$ cat src/verilog/keypad_pkg.sv
// keypad scanner package: register offsets, field layouts, reset values, timing counts
// assumes a 125 MHz core clock and a 32-bit avalon-mm register slave
package keypad_pkg;

  localparam int          CLK_MHZ         = 125;
  localparam int          DEBOUNCE_US     = 10;
  localparam int          DEBOUNCE_CYC    = DEBOUNCE_US * CLK_MHZ;
  localparam int          SETTLE_NS       = 64;
  localparam int          SETTLE_CYC      = (SETTLE_NS * CLK_MHZ + 999) / 1000;

  localparam int          ROWS            = 5;
  localparam int          COLS            = 6;
  localparam int          KEYS            = 30;

  localparam logic [3:0]  OFS_RESULT_LO   = 4'h0;
  localparam logic [3:0]  OFS_RESULT_HI   = 4'h1;
  localparam logic [3:0]  OFS_KEY_MASK_LO = 4'h2;
  localparam logic [3:0]  OFS_KEY_MASK_HI = 4'h3;
  localparam logic [3:0]  OFS_COL_MASK    = 4'h4;
  localparam logic [3:0]  OFS_CONTROL     = 4'h5;
  localparam logic [3:0]  OFS_STATUS      = 4'h6;
  localparam logic [3:0]  OFS_IRQ_STATUS  = 4'h7;
  localparam logic [3:0]  OFS_IRQ_ENABLE  = 4'h8;
  localparam logic [3:0]  OFS_IRQ_CLEAR   = 4'h9;

  localparam int          CTRL_DETECT_EN  = 0;
  localparam int          STAT_BUSY       = 0;
  localparam int          STAT_PENDING    = 1;
  localparam int          IRQ_SCAN_DONE   = 0;
  localparam int          IRQ_PRESS       = 1;
  localparam int          IRQ_BITS        = 2;

  localparam logic [14:0] KEY_MASK_RST    = 15'h0000;
  localparam logic [5:0]  COL_MASK_RST    = 6'h00;
  localparam logic [31:0] UNMAPPED_DATA   = 32'h0000_0000;

  typedef struct packed {
    logic [3:0]  address;
    logic        read;
    logic        write;
    logic [31:0] writedata;
  } bus_req_t;

  typedef struct packed {
    logic [5:0] drive;
    logic [5:0] enable;
  } column_pins_t;

endpackage

$ cat src/verilog/keypad_scan_interrupt.sv
// keypad matrix scanner with key interrupt, 5 rows by 6 columns, avalon-mm register slave
// assumes row inputs are synchronous to CORE_CLK and the board pulls rows low
//
// Contract
// RQ1 - five row inputs, six column outputs, up to thirty keys, smaller matrices allowed
// RQ2 - per-key masks in two registers and a column mask make unused keys ignored
// RQ3 - with detection enabled all six columns drive high, rows rely on pull-downs
// RQ4 - a row going high in detection mode drives the key event output low
// RQ5 - the key event output returns high when the triggered scan completes
// RQ6 - after a scan, no new low until the host reads either result register
// RQ7 - scan drives one column at a time from the first, others released, samples rows
// RQ8 - column sequence runs at end of debounce, results loaded only afterwards
// RQ9 - host checks completion before reading; no new scan until results are read
// RQ10 - several keys pressed in one column are all recorded in that column
//
// Decided for this implementation: the Avalon-MM interface to the registers and the address map.
`timescale 1ns/100ps
module keypad_scan_interrupt
#(
  parameter int DEBOUNCE_CYCLES = keypad_pkg::DEBOUNCE_CYC
)
(
  // clock and reset
  input  wire logic        CORE_CLK,
  input  wire logic        RESETN,
  // avalon-mm slave
  input  wire logic [3:0]  AVS_ADDRESS,
  input  wire logic        AVS_READ,
  input  wire logic        AVS_WRITE,
  input  wire logic [31:0] AVS_WRITEDATA,
  output logic      [31:0] AVS_READDATA,
  output logic             AVS_WAITREQUEST,
  // keypad matrix
  input  wire logic [4:0]  ROW_SENSE_LINES,
  output logic      [5:0]  COLUMN_DRIVE_LINES,
  output logic      [5:0]  COLUMN_DRIVE_OE,
  // events
  output logic             KEY_EVENT_OUT_N,
  output logic             IRQ
);

  typedef enum logic [2:0] {IDLE, DEBOUNCE, DRIVE, SETTLE, NEXT, DONE} scan_state_t;

  scan_state_t             state_r;
  keypad_pkg::bus_req_t    req;
  keypad_pkg::column_pins_t pins_nxt;
  logic [14:0]             key_mask_low_r;
  logic [14:0]             key_mask_high_r;
  logic [5:0]              column_mask_r;
  logic                    detect_en_r;
  logic [29:0]             capture_r;
  logic [29:0]             result_r;
  logic                    pending_r;
  logic [2:0]              col_r;
  logic [15:0]             count_r;
  logic                    ack_r;
  logic [keypad_pkg::IRQ_BITS-1:0] irq_status_r;
  logic [keypad_pkg::IRQ_BITS-1:0] irq_enable_r;
  logic                    bus_write;
  logic                    bus_read;
  logic                    result_read;
  logic                    press_seen;
  logic                    scan_done;
  logic [keypad_pkg::IRQ_BITS-1:0] irq_clear;

  // key index k maps to column k/5 and row k%5, so one column holds five consecutive keys
  function automatic logic [29:0] key_enable(input logic [14:0] lo, input logic [14:0] hi,
                                             input logic [5:0] cm);
    logic [29:0] e;
    e = {hi, lo};
    for (int c = 0; c < keypad_pkg::COLS; c++)
    begin
      if (cm[c])
      begin
        e[c*5 +: 5] = 5'h1f;
      end
    end
    return ~e;
  endfunction

  // next unmasked column after c, or COLS when none remains; c of 7 means before the first column
  function automatic logic [2:0] next_column(input logic [2:0] c, input logic [5:0] cm);
    logic [2:0] n;
    n = 3'(keypad_pkg::COLS);
    for (int i = keypad_pkg::COLS - 1; i >= 0; i--)
    begin
      if ((c == 3'h7 || i > int'(c)) && !cm[i])
      begin
        n = 3'(i);
      end
    end
    return n;
  endfunction

  always_comb
  begin
    req.address   = AVS_ADDRESS;
    req.read      = AVS_READ;
    req.write     = AVS_WRITE;
    req.writedata = AVS_WRITEDATA;
  end

  // every access takes two cycles: the request sits one cycle with waitrequest high
  assign bus_write   = req.write && ack_r;
  assign bus_read    = req.read && ack_r;
  assign result_read = bus_read && (req.address == keypad_pkg::OFS_RESULT_LO ||
                                    req.address == keypad_pkg::OFS_RESULT_HI);  // [RQ6]
  assign press_seen  = (state_r == IDLE) && detect_en_r && !pending_r &&
                       (|ROW_SENSE_LINES);                                     // [RQ4] [RQ9]
  assign scan_done   = (state_r == DONE);
  assign irq_clear   = (bus_write && req.address == keypad_pkg::OFS_IRQ_CLEAR) ?
                       req.writedata[keypad_pkg::IRQ_BITS-1:0] : '0;

  always_ff @(posedge CORE_CLK or negedge RESETN)
  begin
    if (!RESETN)
    begin
      ack_r <= 1'b0;
    end
    else
    begin
      ack_r <= (req.read || req.write) && !ack_r;
    end
  end

  always_ff @(posedge CORE_CLK or negedge RESETN)
  begin
    if (!RESETN)
    begin
      AVS_WAITREQUEST <= 1'b1;
      AVS_READDATA    <= 32'h0000_0000;
    end
    else
    begin
      AVS_WAITREQUEST <= !((req.read || req.write) && !ack_r);
      AVS_READDATA    <= keypad_pkg::UNMAPPED_DATA;
      if (req.read && !ack_r)
      begin
        unique case (req.address)
          keypad_pkg::OFS_RESULT_LO:   AVS_READDATA <= {17'h00000, result_r[14:0]};
          keypad_pkg::OFS_RESULT_HI:   AVS_READDATA <= {17'h00000, result_r[29:15]};
          keypad_pkg::OFS_KEY_MASK_LO: AVS_READDATA <= {17'h00000, key_mask_low_r};
          keypad_pkg::OFS_KEY_MASK_HI: AVS_READDATA <= {17'h00000, key_mask_high_r};
          keypad_pkg::OFS_COL_MASK:    AVS_READDATA <= {26'h0000000, column_mask_r};
          keypad_pkg::OFS_CONTROL:     AVS_READDATA <= {31'h00000000, detect_en_r};
          keypad_pkg::OFS_STATUS:      AVS_READDATA <= {30'h00000000, pending_r, state_r != IDLE};
          keypad_pkg::OFS_IRQ_STATUS:  AVS_READDATA <= {30'h00000000, irq_status_r};
          keypad_pkg::OFS_IRQ_ENABLE:  AVS_READDATA <= {30'h00000000, irq_enable_r};
          default:                     AVS_READDATA <= keypad_pkg::UNMAPPED_DATA;
        endcase
      end
    end
  end

  // configuration registers
  always_ff @(posedge CORE_CLK or negedge RESETN)
  begin
    if (!RESETN)
    begin
      key_mask_low_r  <= keypad_pkg::KEY_MASK_RST;
      key_mask_high_r <= keypad_pkg::KEY_MASK_RST;
      column_mask_r   <= keypad_pkg::COL_MASK_RST;
      detect_en_r     <= 1'b0;
      irq_enable_r    <= '0;
    end
    else if (bus_write)
    begin
      unique case (req.address)
        keypad_pkg::OFS_KEY_MASK_LO: key_mask_low_r  <= req.writedata[14:0];  // [RQ2]
        keypad_pkg::OFS_KEY_MASK_HI: key_mask_high_r <= req.writedata[14:0];  // [RQ2]
        keypad_pkg::OFS_COL_MASK:    column_mask_r   <= req.writedata[5:0];   // [RQ2]
        keypad_pkg::OFS_CONTROL:     detect_en_r     <= req.writedata[keypad_pkg::CTRL_DETECT_EN];
        keypad_pkg::OFS_IRQ_ENABLE:  irq_enable_r    <= req.writedata[keypad_pkg::IRQ_BITS-1:0];
        default:                     ;
      endcase
    end
  end

  // scan sequencer
  always_ff @(posedge CORE_CLK or negedge RESETN)
  begin
    if (!RESETN)
    begin
      state_r   <= IDLE;
      col_r     <= 3'h0;
      count_r   <= 16'h0000;
      capture_r <= 30'h00000000;
    end
    else
    begin
      unique case (state_r)
        IDLE:
        begin
          count_r <= 16'h0000;
          if (press_seen)
          begin
            state_r <= DEBOUNCE;
          end
        end
        DEBOUNCE:
        begin
          count_r <= count_r + 16'h0001;
          if (count_r >= 16'(DEBOUNCE_CYCLES - 1))
          begin
            capture_r <= 30'h00000000;
            col_r     <= next_column(3'h7, column_mask_r);                    // [RQ8]
            state_r   <= (next_column(3'h7, column_mask_r) == 3'(keypad_pkg::COLS)) ? DONE : DRIVE;
          end
        end
        DRIVE:
        begin
          count_r <= 16'h0000;
          state_r <= SETTLE;
        end
        SETTLE:
        begin
          count_r <= count_r + 16'h0001;
          if (count_r >= 16'(keypad_pkg::SETTLE_CYC - 1))
          begin
            capture_r[col_r*5 +: 5] <= ROW_SENSE_LINES;                      // [RQ7] [RQ10]
            state_r <= NEXT;
          end
        end
        NEXT:
        begin
          col_r   <= next_column(col_r, column_mask_r);                      // [RQ7]
          state_r <= (next_column(col_r, column_mask_r) == 3'(keypad_pkg::COLS)) ? DONE : DRIVE;
        end
        DONE:
        begin
          state_r <= IDLE;
        end
      endcase
    end
  end

  // results and the re-arm flag; a result read in the done cycle does not clear the new scan
  always_ff @(posedge CORE_CLK or negedge RESETN)
  begin
    if (!RESETN)
    begin
      result_r  <= 30'h00000000;
      pending_r <= 1'b0;
    end
    else if (scan_done)
    begin
      result_r  <= capture_r & key_enable(key_mask_low_r, key_mask_high_r, column_mask_r); // [RQ8] [RQ2]
      pending_r <= 1'b1;                                                    // [RQ6] [RQ9]
    end
    else if (result_read)
    begin
      pending_r <= 1'b0;                                                    // [RQ6]
    end
  end

  // column pins: all high while waiting for a press, one at a time during the scan
  always_comb
  begin
    pins_nxt.drive  = 6'h00;
    pins_nxt.enable = 6'h00;
    if ((state_r == IDLE || state_r == DEBOUNCE) && detect_en_r && !pending_r)
    begin
      pins_nxt.drive  = 6'h3f;                                              // [RQ3] [RQ1]
      pins_nxt.enable = 6'h3f;                                              // [RQ3]
    end
    else if (state_r == DRIVE || state_r == SETTLE)
    begin
      pins_nxt.drive  = 6'h01 << col_r;                                     // [RQ7]
      pins_nxt.enable = 6'h01 << col_r;                                     // [RQ7]
    end
  end

  always_ff @(posedge CORE_CLK or negedge RESETN)
  begin
    if (!RESETN)
    begin
      COLUMN_DRIVE_LINES <= 6'h00;
      COLUMN_DRIVE_OE    <= 6'h00;
      KEY_EVENT_OUT_N    <= 1'b1;
    end
    else
    begin
      COLUMN_DRIVE_LINES <= pins_nxt.drive;
      COLUMN_DRIVE_OE    <= pins_nxt.enable;
      if (press_seen)
      begin
        KEY_EVENT_OUT_N <= 1'b0;                                            // [RQ4]
      end
      else if (scan_done || !detect_en_r)
      begin
        KEY_EVENT_OUT_N <= 1'b1;                                            // [RQ5]
      end
    end
  end

  // sticky interrupt status: a new event wins over a clear in the same cycle
  always_ff @(posedge CORE_CLK or negedge RESETN)
  begin
    if (!RESETN)
    begin
      irq_status_r <= '0;
      IRQ          <= 1'b0;
    end
    else
    begin
      irq_status_r <= (irq_status_r & ~irq_clear) |
                      {press_seen, scan_done};
      IRQ          <= |(irq_status_r & irq_enable_r);
    end
  end

endmodule
$ cat config.mk
export PLATFORM = sky130hd
export DESIGN_NAME = keypad_scan_interrupt
export DESIGN_NICKNAME = d
export VERILOG_FILES = /design/src/verilog/keypad_pkg.sv /design/src/verilog/keypad_scan_interrupt.sv
export SDC_FILE = /design/constraint.sdc
export NUM_CORES = 1
export LEC_CHECK = 0
export BUFFER_PORTS_ARGS = -buffer_cell sky130_fd_sc_hd__buf_2
export CAP_MARGIN = 20
export CORE_MARGIN = 8
export CORE_UTILIZATION = 55
export CTS_CLUSTER_DIAMETER = 120
export DETAILED_ROUTE_END_ITERATION = 10
export MAX_ROUTING_LAYER = met4
export PLACE_DENSITY = 0.87
export SLEW_MARGIN = 25
export SYNTH_ARGS = -nofsm -noshare
export SYNTH_HDL_FRONTEND = slang
export SYNTH_SLANG_ARGS = --single-unit
$ cat constraint.sdc
create_clock -name CORE_CLK -period 2.8 [get_ports CORE_CLK]
set_clock_uncertainty 0.15 [all_clocks]
set_input_delay 0 -clock CORE_CLK [delete_from_list [all_inputs] [get_ports CORE_CLK]]
set_output_delay 0 -clock CORE_CLK [all_outputs]
set_load 0.02 [all_outputs]
Word-level counts from Yosys, hierarchy flattened
Index checks and enable logic that the tools add are counted.
{"block": "totals", "memories": 0, "word_cells": 163, "romBits": 0, "latch_bits": 0, "out_inout_bits": 47, "ff_bits": 172, "ramBits": 0, "input_bits": 45}
{"block": "op_classes", "bitwise_logic": 6, "n_mux": 48, "n_lt_le_gt_ge": 7, "add_sub_neg": 2, "n_mul": 1, "eq_ne": 20, "shifts": 3, "reduce_logical": 57, "div_mod_pow": 0}
{"op": "one-hot mux 15 bit (9 select lines)", "count": 1}
{"op": "2-to-1 mux 30 bit", "count": 2}
{"op": "2-to-1 mux 5 bit", "count": 12}
{"op": "one-hot mux 30 bit (2 select lines)", "count": 1}
{"op": "2-to-1 mux 3 bit", "count": 18}
{"op": "negator 6 -> 34 bit", "count": 1}
{"op": "variable shift 5 x 34 -> 30 bit, first input constant", "count": 1}
{"op": "variable part select 5 x 34 -> 30 bit", "count": 1}
{"op": "2-to-1 mux 32 bit", "count": 1}
{"op": "one-hot mux 16 bit (2 select lines)", "count": 1}
{"op": "bitwise AND 30 bit", "count": 1}
{"op": "bitwise mux 30 bit", "count": 1}
{"op": "NOT 30 bit", "count": 1}
{"op": "2-to-1 mux 12 bit", "count": 2}
{"op": "one-hot mux 3 bit (6 select lines)", "count": 1}
{"op": "logical AND 1 bit", "count": 17}
{"op": "adder 16 x 1 -> 16 bit, second input constant", "count": 1}
{"op": "== test 4 x 3 -> 1 bit, second input constant", "count": 4}
{"op": "greater-or-equal comparator 16 x 11 -> 1 bit, second input constant", "count": 1}
{"op": "greater-or-equal comparator 16 x 3 -> 1 bit, second input constant", "count": 1}
{"op": "== test 3 bit, second input constant", "count": 5}
{"op": "AND reduction 2 bit", "count": 6}
{"op": "zero test 1 bit", "count": 10}
{"op": "logical OR 1 bit", "count": 10}
{"op": "other kinds (24)", "count": 44}

Logic depth before layout (Yosys ltp)
Gate-level depths: netlist of the first run.
{"block": "depth", "ltp_word": 13, "ltp_mapped": 9, "mapped_depth_nobuf": 8}

Worst setup path after synthesis of the first run
OpenSTA, ideal clock, no wires.
{"block": "synth_path", "path_type": "reg2reg", "from": "register col_r[0]", "to": "register capture_r[15]", "arrival_time_ps": 2314, "path_stages_with_launch": 9, "setup_time_ps": 68, "setup_slack_ps": 268, "cell_sequence": "dfrtp_1 -> clkbuf_1 -> inv_1 -> ha_1 -> ha_1 -> nand2_1 -> or3_1 -> nor4_1 -> a22o_1"}
{"block": "synth_via", "elab_chain_len": 6, "elab_cells_between_ends": 7}
{"item": "start, declared", "line": "keypad_scan_interrupt.sv:54", "source": "logic [2:0] col_r;"}
{"item": "start signal, assigned", "line": "keypad_scan_interrupt.sv:206", "source": "col_r <= next_column(3'h7, column_mask_r);"}
{"item": "start signal, assigned", "line": "keypad_scan_interrupt.sv:226", "source": "col_r <= next_column(col_r, column_mask_r);"}
{"item": "multiplier 3 x 3 -> 6 bit *", "line": "keypad_scan_interrupt.sv:220", "source": "capture_r[col_r*5 +: 5] <= ROW_SENSE_LINES;"}
{"item": "negator 6 -> 34 bit *", "line": "keypad_scan_interrupt.sv:220"}
{"item": "variable part select 5 x 34 -> 30 bit / variable shift 5 x 34 -> 30 bit (equally long branches)", "line": "keypad_scan_interrupt.sv:220"}
{"item": "bitwise mux 30 bit *", "line": "keypad_scan_interrupt.sv:220"}
{"item": "2-to-1 mux 30 bit *", "line": "keypad_scan_interrupt.sv:218", "source": "if (count_r >= 16'(keypad_pkg::SETTLE_CYC - 1))"}
{"item": "one-hot mux 30 bit (2 select lines) *", "line": "keypad_scan_interrupt.sv:191", "source": "unique case (state_r)"}
{"item": "end signal, assigned", "line": "keypad_scan_interrupt.sv:187", "source": "capture_r <= 30'h00000000;"}
{"item": "end signal, assigned", "line": "keypad_scan_interrupt.sv:205", "source": "capture_r <= 30'h00000000;"}
{"item": "end signal, assigned by index", "line": "keypad_scan_interrupt.sv:220"}
{"item": "end, declared", "line": "keypad_scan_interrupt.sv:51", "source": "logic [29:0] capture_r;"}
Mark *: on every way between the ends. The rest lies on a longest branch, timed or not. The select of a mux whose other input is x is not followed.
A chain may end at the register's enable or synchronous reset.

Worst setup path in the final report of the first run
{"block": "layout_path", "from": "register col_r[1]", "to": "register capture_r[1]"}
The elaborated chain is that of the path after synthesis.

==> impl_table.tex, run 1 <==
\begin{tabular}{lr}
\hline
Metric & Value \\
\hline
\multicolumn{2}{l}{\textbf{Critical path}} \\
Worst r2r path cells & 6 \\
CP Data Required Time & 3.01 ns \\
Register-to-register setup slack & 0.16 ns \\
Delay of the slowest cell on the worst path & 0.55 ns \\
Critical path start-end classification & register to register \\
Crit path max fanout & 9 \\
Data arrival time of the critical path & 2.85 ns \\
Most frequent CP cell & ha\_1 \\
Crit path max-delay cell type & or4\_1 \\
Crit Reg-Reg Endpoint & capture\_r[1] \\
Reg-to-Reg Start & col\_r[1] \\
Endpoint class of the critical path & register \\
CP Launch Type & register \\
Crit path cell chain & inv\_1 > ha\_1 > ha\_1 > or4\_1 > a21oi\_1 > a32o\_1 \\
\multicolumn{2}{l}{\textbf{Synthesis}} \\
Cell area after synthesis & 7180 sq um \\
Flop and latch count out of synthesis & 149 \\
Number of enable flip-flop cells after synthesis & 0 \\
YS warnings & 0 \\
Distinct cell type count after synthesis & 60 \\
Post-synth ARST share & 100\% \\
Fraction of the yosys area taken by sequential cells & 52.0\% \\
Post-synthesis cell count & 695 \\
Primary FF master, synth & dfrtp\_1 \\
Avg Synthesized Cell Area & 10.3 sq um \\
\multicolumn{2}{l}{\textbf{Hold path}} \\
HP Class & primary input to register \\
HP Start & AVS\_ADDRESS[0] \\
Worst Hold Endpoint & AVS\_READDATA[1] \\
Hold path depth & 4 \\
\multicolumn{2}{l}{\textbf{Global routing}} \\
Initial antenna violation count & 0 \\
Overall track demand over capacity in global routing & 25.0\% \\
Total congestion overflow after global routing & 0 \\
First-pass GRT wire length & 31800 um \\
Via count of the first global-routing pass & 6150 \\
Maximum number of pins on one net before global-route repair & 106 \\
\multicolumn{2}{l}{\textbf{Finish}} \\
Count of nets after finishing & 839 \\
Commonest non-fill, non-tap cells in the layout & 147 x dfrtp\_1, 105 x nand2\_1, 68 x nor2\_1 \\
Post-route cell area & 8520 sq um \\
Area growth from synthesis to final layout & 18.7\% \\
Commonest non-fill, non-tap cell in the layout & dfrtp\_1 \\
Non-filler instance count after layout & 968 \\
\# diodes & 0 \\
Layout cell share with drive strength beyond 1 & 22.9\% \\
\multicolumn{2}{l}{\textbf{Timing}} \\
Timing-limited maximum frequency & 379 MHz \\
Slew Limit Headroom & 40.1\% \\
RSZ-0062 raised after global routing & no \\
Worst Setup Slack, final & 0.161 ns \\
Worst slack on hold paths & 0.196 ns \\
Final critical-path share of the clock period & 94.3\% \\
Setup Viol. Count Final & 0 \\
Max Transition Viols Final & 0 \\
Post-route setup TNS & 0 ns \\
Final number of hold-violating endpoints & 0 \\
Worst Max-Slew Pin Slew & 0.890 ns \\
Post-route minimum period & 2.64 ns \\
\multicolumn{2}{l}{\textbf{Power and ir drop}} \\
Pwr per Cell Area & 622 nW/um\^{}2 \\
Worst supply voltage drop on vdd & 0.000478 V \\
P\_leak & 3.94 nW \\
\multicolumn{2}{l}{\textbf{Placed design}} \\
Pre-CTS WS & 0.300 ns \\
Half-perimeter wire length after detailed placement & 12500 um \\
Placed Cells & 906 \\
Weighted congestion reported at the end of routability-driven placement & 0.875 \\
Placed cell areas & 7630 sq um \\
PortBufs & 57 \\
\multicolumn{2}{l}{\textbf{Floorplan}} \\
Number of standard-cell rows in the floorplan & 41 \\
Num ports & 92 \\
Area of the die & 17000 sq um \\
Horizontal die dimension & 130 um \\
Die extent in y & 130 um \\
Std-Cell Core Area & 12700 sq um \\
Initial core utilization & 56.6\% \\
\multicolumn{2}{l}{\textbf{Detailed routing}} \\
Iteration-0 DRC count of the detailed router & 742 \\
DRT Pass-1 Iters & 6 \\
Post-DRT Antenna Nets & 0 \\
Drt total wl & 19600 um \\
Vias post-DR & 5991 \\
DR vias/cell & 6.19 \\
\# DRC & 0 \\
Routed wire length per instance & 20.3 um \\
\multicolumn{2}{l}{\textbf{CTS}} \\
Source-to-sink clock delay at the later pin of the worst-skew pair & 0.42 ns \\
H-tree levels & 4 \\
Clock Tree Root & clkbuf\_16 \\
Number of buffers inserted during clock tree synthesis & 17 \\
Number of buffers between clock root and the deepest sink & 2 \\
Post-CTS setup buffer count & 0 \\
Sinks on Clock Net & 149 \\
Post-cts sizing count & 0 \\
CTS tree & yes \\
Total of hold buffers inserted after clock tree synthesis & 28 \\
Clock transition at the registers of the reported paths & 0.07 ns \\
\multicolumn{2}{l}{\textbf{Outcome}} \\
Result of the run & finished, final reports clean \\
\multicolumn{2}{l}{\textbf{Flow run}} \\
Maximum capacitance violations & 0 \\
\hline
\end{tabular}
[stage by stage]
step / power (mW) / utilization [%]
5_1_grt: 5.48 / 67.2
6_report: 5.30 / 67.2
2_1_floorplan: 2.85 / -
3_5_place_dp: 3.07 / 60.2
4_1_cts: 5.27 / 66.9
3_3_place_gp: 3.04 / 60.2
[synthesized netlist by cell type, types with 11 or more instances]
master	count	area share [%]
dfrtp_1	147	51
nor2b_1	12	1.0
a32o_1	15	2.1
nor2_1	68	3.6
inv_1	12	0.63
mux2_2	56	8.8
o21ai_0	44	3.1
clkbuf_1	28	1.5
nand3_1	15	1.0
a222oi_1	13	1.8
a22o_1	19	2.3
ha_1	11	1.9
buf_4	23	2.4
a21oi_1	18	1.3
nand2_1	105	5.5
[flip-flops by register name (all words and copies together) (netlist names), 2 cells and up]
signal,cells
capture_r,30
irq_status_r,2
column_mask_r,6
state_r,3
COLUMN_DRIVE_LINES,6
AVS_READDATA,15
key_mask_high_r,15
count_r,16
key_mask_low_r,15
col_r,3
result_r,30
irq_enable_r,2
[layout make-up]
type | count | area, sq um
multi-input cells | 492 | 3160
fillers | 891 | 4150
repair buffers | 110 | 795
flip-flops and latches | 149 | 3730
clock buffers | 20 | 447
inverters | 13 | 48.8
clock inverters | 12 | 121
well taps | 172 | 215
[worst max-delay path by stage]
stage	startpoint	cells past startpoint	end	slack, ns
final	col_r[1]	6	capture_r[1]	0.16
after CTS	col_r[1]	6	capture_r[4]	0.25
after floorplan	col_r[0]	8	capture_r[15]	0.27
after detailed placement	col_r[1]	6	capture_r[0]	0.30
after global routing	col_r[1]	6	capture_r[6]	0.03
after global placement	col_r[1]	6	capture_r[2]	0.40
[routing by layer]
layer / GRT usage (%) / vias up / wire [um]
met5: - / - / 0
met4: 13.3 / 0 / 775
met2: 40.2 / 335 / 9670
li1: - / 2640 / -
met1: 27.9 / 2938 / 7390
met3: 6.98 / 78 / 1780
[cells by family after synthesis]
family | Yosys count | share of synthesized area (%)
AOI/OAI and AO/OA | 151 | 15.4
muxes | 62 | 9.64
adders and majority gates | 11 | 1.92
DFF | 149 | 52.0
buffers and inverters | 70 | 4.93
other | 1 | 0.0523
xor gates and xnor gates | 10 | 1.22
and+or+nand+nor | 241 | 14.8
[report_power, final]
part           total (mW)  internal, mW  switching [mW]  leakage [nW]
registers            2.47          2.31           0.161          2.00
logic               0.625         0.260           0.365          1.66
clock network        2.20          1.26           0.943         0.276
[critical path: cells and delay by family, from the launching register on]
kind | cells | cell delay (ns)
AO/OA/AOI/OAI | 2 | 0.63
adder cells (fa/ha/maj) | 2 | 0.63
buffers and inverters | 1 | 0.11
flip-flops | 1 | 0.50
AND/OR/NAND/NOR | 1 | 0.55
(Power assumes the default switching activity.)
==> inputs of run 2 (changes only) <==
==> constraint.sdc (replaced) <==
create_clock -name CORE_CLK -period 2.8 [get_ports CORE_CLK]
set_clock_uncertainty 0.15 [all_clocks]
set_input_delay 0.14 -clock CORE_CLK [delete_from_list [all_inputs] [get_ports CORE_CLK]]
set_output_delay 0.14 -clock CORE_CLK [all_outputs]
set_load 0.02 [all_outputs]
==> run 2 against run 1 <==
  * Global-route usage shrank 1.2 points
  * First-iteration DRC count grew 3.8%
  * Register-to-register slack gained 0.14 ns
  * Count of clock-buffer cells in the layout shrank 1
  * Largest cell class unchanged
  * Critical path type unchanged
  * Design area shrank 1.1%
  * Sequential share of layout area grew 0.49 points
  * Setup slack gained 0.14 ns
  * Utilization shrank 0.74 points
==> impl_table.tex, run 2 (same netlist as run 1, synthesis figures left out) <==
\begin{tabular}{lr}
\hline
Metric & Value \\
\hline
\multicolumn{2}{l}{\textbf{Detailed routing}} \\
Iteration-0 DRC count of the detailed router & 770 (+3.8\%) \\
DR vias/cell & 6.16 (-0.51\%) \\
Vias post-DR & 5899 (-1.5\%) \\
DRT Pass-1 Iters & 6 (unchanged) \\
Routed wire length per instance & 19.3 um (-4.6\%) \\
\# DRC & 0 (unchanged) \\
Post-DRT Antenna Nets & 0 (unchanged) \\
Drt total wl & 18500 um (-5.6\%) \\
\multicolumn{2}{l}{\textbf{Floorplan}} \\
Area of the die & 17000 sq um (unchanged) \\
Die extent in y & 130 um (unchanged) \\
Number of standard-cell rows in the floorplan & 41 (unchanged) \\
Std-Cell Core Area & 12700 sq um (unchanged) \\
Num ports & 92 (unchanged) \\
Initial core utilization & 56.6\% (unchanged) \\
Horizontal die dimension & 130 um (unchanged) \\
\multicolumn{2}{l}{\textbf{Placed design}} \\
Half-perimeter wire length after detailed placement & 12100 um (-3.5\%) \\
Placed cell areas & 7610 sq um (-0.33\%) \\
Weighted congestion reported at the end of routability-driven placement & 0.914 (+4.5\%) \\
Pre-CTS WS & 0.343 ns (+0.0436 ns) \\
PortBufs & 57 (unchanged) \\
\multicolumn{2}{l}{\textbf{Power and ir drop}} \\
Net switching power of the design & 1.43 mW (-2.9\%) \\
P\_leak & 3.87 nW (-1.7\%) \\
Worst supply voltage drop on vdd & 0.000529 V (+11\%) \\
Combinational cell fraction of total power & 11.3\% (-0.5 points) \\
Pwr per Cell Area & 628 nW/um\^{}2 (+0.92\%) \\
Cell-internal power & 3.86 mW (+0.83\%) \\
Clock share of power & 41.9\% (+0.3 points) \\
Part of the total power dissipated in sequential elements & 46.8\% (+0.2 points) \\
Sw Ratio & 27.0\% (-0.74 points) \\
\multicolumn{2}{l}{\textbf{Outcome}} \\
Result of the run & finished, final reports clean \\
\multicolumn{2}{l}{\textbf{CTS}} \\
Post-CTS setup buffer count & 0 (unchanged) \\
Sinks on Clock Net & 149 (unchanged) \\
Source-to-sink clock delay at the later pin of the worst-skew pair & 0.43 ns (about the same) \\
Clock transition at the registers of the reported paths & 0.06 ns (about the same) \\
Clock Tree Root & clkbuf\_16 \\
Number of buffers inserted during clock tree synthesis & 17 (unchanged) \\
CTS tree & yes \\
Post-cts sizing count & 0 (unchanged) \\
Number of buffers between clock root and the deepest sink & 2 (unchanged) \\
Total of hold buffers inserted after clock tree synthesis & 25 (-11\%) \\
H-tree levels & 4 (unchanged) \\
\multicolumn{2}{l}{\textbf{Timing}} \\
Worst Max-Slew Pin Slew & 0.809 ns (-0.0814 ns) \\
Post-route setup TNS & 0 ns (unchanged) \\
Setup Viol. Count Final & 0 (unchanged) \\
Final critical-path share of the clock period & 89.3\% (-5.0 points) \\
Post-route minimum period & 2.50 ns (-0.140 ns) \\
Final number of hold-violating endpoints & 0 (unchanged) \\
Slew Limit Headroom & 45.6\% (+5.5 points) \\
Worst Setup Slack, final & 0.300 ns (+0.140 ns) \\
RSZ-0062 raised after global routing & no \\
Worst slack on hold paths & 0.0776 ns (-0.118 ns) \\
Max Transition Viols Final & 0 (unchanged) \\
Timing-limited maximum frequency & 400 MHz (+5.6\%) \\
\multicolumn{2}{l}{\textbf{Finish}} \\
Biggest registers after layout & capture\_r: 30 flops, result\_r: 30 flops, count\_r: 16 flops \\
Filler cell count in the final layout & 925 (+3.8\%) \\
Post-route cell area & 8430 sq um (-1.1\%) \\
Layout cell share with drive strength beyond 1 & 22.4\% (-0.47 points) \\
Commonest non-fill, non-tap cells in the layout & 147 x dfrtp\_1, 105 x nand2\_1, 68 x nor2\_1 \\
Area growth from synthesis to final layout & 17.4\% \\
\# diodes & 0 (unchanged) \\
End-of-flow core utilization & 66.5\% (-0.74 points) \\
Commonest non-fill, non-tap cell in the layout & dfrtp\_1 \\
Count of nets after finishing & 829 (-1.2\%) \\
\multicolumn{2}{l}{\textbf{Global routing}} \\
First-pass GRT wire length & 30400 um (-4.4\%) \\
Via count of the first global-routing pass & 6059 (-1.5\%) \\
Total congestion overflow after global routing & 0 (unchanged) \\
Overall track demand over capacity in global routing & 23.8\% (-1.2 points) \\
Initial antenna violation count & 0 (unchanged) \\
Maximum number of pins on one net before global-route repair & 86 (-19\%) \\
\multicolumn{2}{l}{\textbf{Critical path}} \\
CP Capture Point & capture\_r[7] \\
Crit path max-delay cell type & nor4\_1 \\
Crit path max fanout & 9 (unchanged) \\
Delay of the slowest cell on the worst path & 0.69 ns (+0.14 ns) \\
Crit path launch & state\_r[0] \\
Data arrival time of the critical path & 2.72 ns (-0.13 ns) \\
Worst r2r path cells & 5 (-1) \\
Crit path cell chain & nor2b\_1 > nand2\_1 > a31o\_2 > nor4\_1 > a22o\_1 \\
CP Launch Type & register \\
Reg-to-Reg Start & state\_r[0] \\
Register-to-register setup slack & 0.30 ns (+0.14 ns) \\
Critical path start-end classification & register to register \\
Endpoint class of the critical path & register \\
CP Data Required Time & 3.02 ns (about the same) \\
Crit Reg-Reg Endpoint & capture\_r[7] \\
\multicolumn{2}{l}{\textbf{Flow run}} \\
Maximum capacitance violations & 0 (unchanged) \\
\multicolumn{2}{l}{\textbf{Hold path}} \\
HP Class & primary input to register \\
\hline
\end{tabular}
-- run 2: power by group through the flow --
stage          registers [mW]  logic, mW  clock network (mW)
2_1_floorplan            2.46      0.393                   0
3_3_place_gp             2.49      0.540                   0
3_5_place_dp             2.50      0.565                   0
4_1_cts                  2.46      0.596                2.23
5_1_grt                  2.49      0.654                2.31
6_report                 2.47      0.597                2.22
-- run 2: stage by stage --
stage	total power, mW	std cells
4_1_cts	5.29	958
2_1_floorplan	2.85	711
3_3_place_gp	3.03	901
5_1_grt	5.46	958
6_report	5.29	958
3_5_place_dp	3.07	901
-- run 2: how the worst min path moves through the flow --
stage                   start               to  slack [ns]  cells after the start
6_report       AVS_ADDRESS[1]  irq_status_r[1]        0.08                      4
5_1_grt        AVS_ADDRESS[1]  irq_status_r[1]        0.11                      4
4_1_cts        AVS_ADDRESS[1]  irq_status_r[0]        0.05                      5
3_5_place_dp           RESETN      detect_en_r        0.10                      1
3_3_place_gp           RESETN      detect_en_r        0.09                      1
2_1_floorplan          RESETN  AVS_READDATA[0]       -0.31                      0
-- run 2: final cells by class --
type / count / area (sq um) / share of cell area [%]
Clock inverter: 13 / 134 / 1.59
Tap cell: 172 / 215 / 2.55
Timing Repair Buffer: 100 / 702 / 8.33
Clock buffer: 19 / 433 / 5.14
Sequential cell: 149 / 3730 / 44.3
Inverter: 13 / 48.8 / 0.579
Multi-Input combinational cell: 492 / 3160 / 37.5
-- run 2: worst max-delay path: cells and delay by family (launching register included) --
kind               cells  cell delay (ns)
AOI/OAI and AO/OA      2             0.56
DFF                    1             0.54
and+or+nand+nor        3             1.18
-- run 2: layer usage --
layer	vias up	track usage, %	share of wire [%]
met1	2876	27.4	38
li1	2603	-	-
met5	-	-	0
met2	345	37.6	48
met3	75	6.16	9.6
met4	0	13.1	3.8
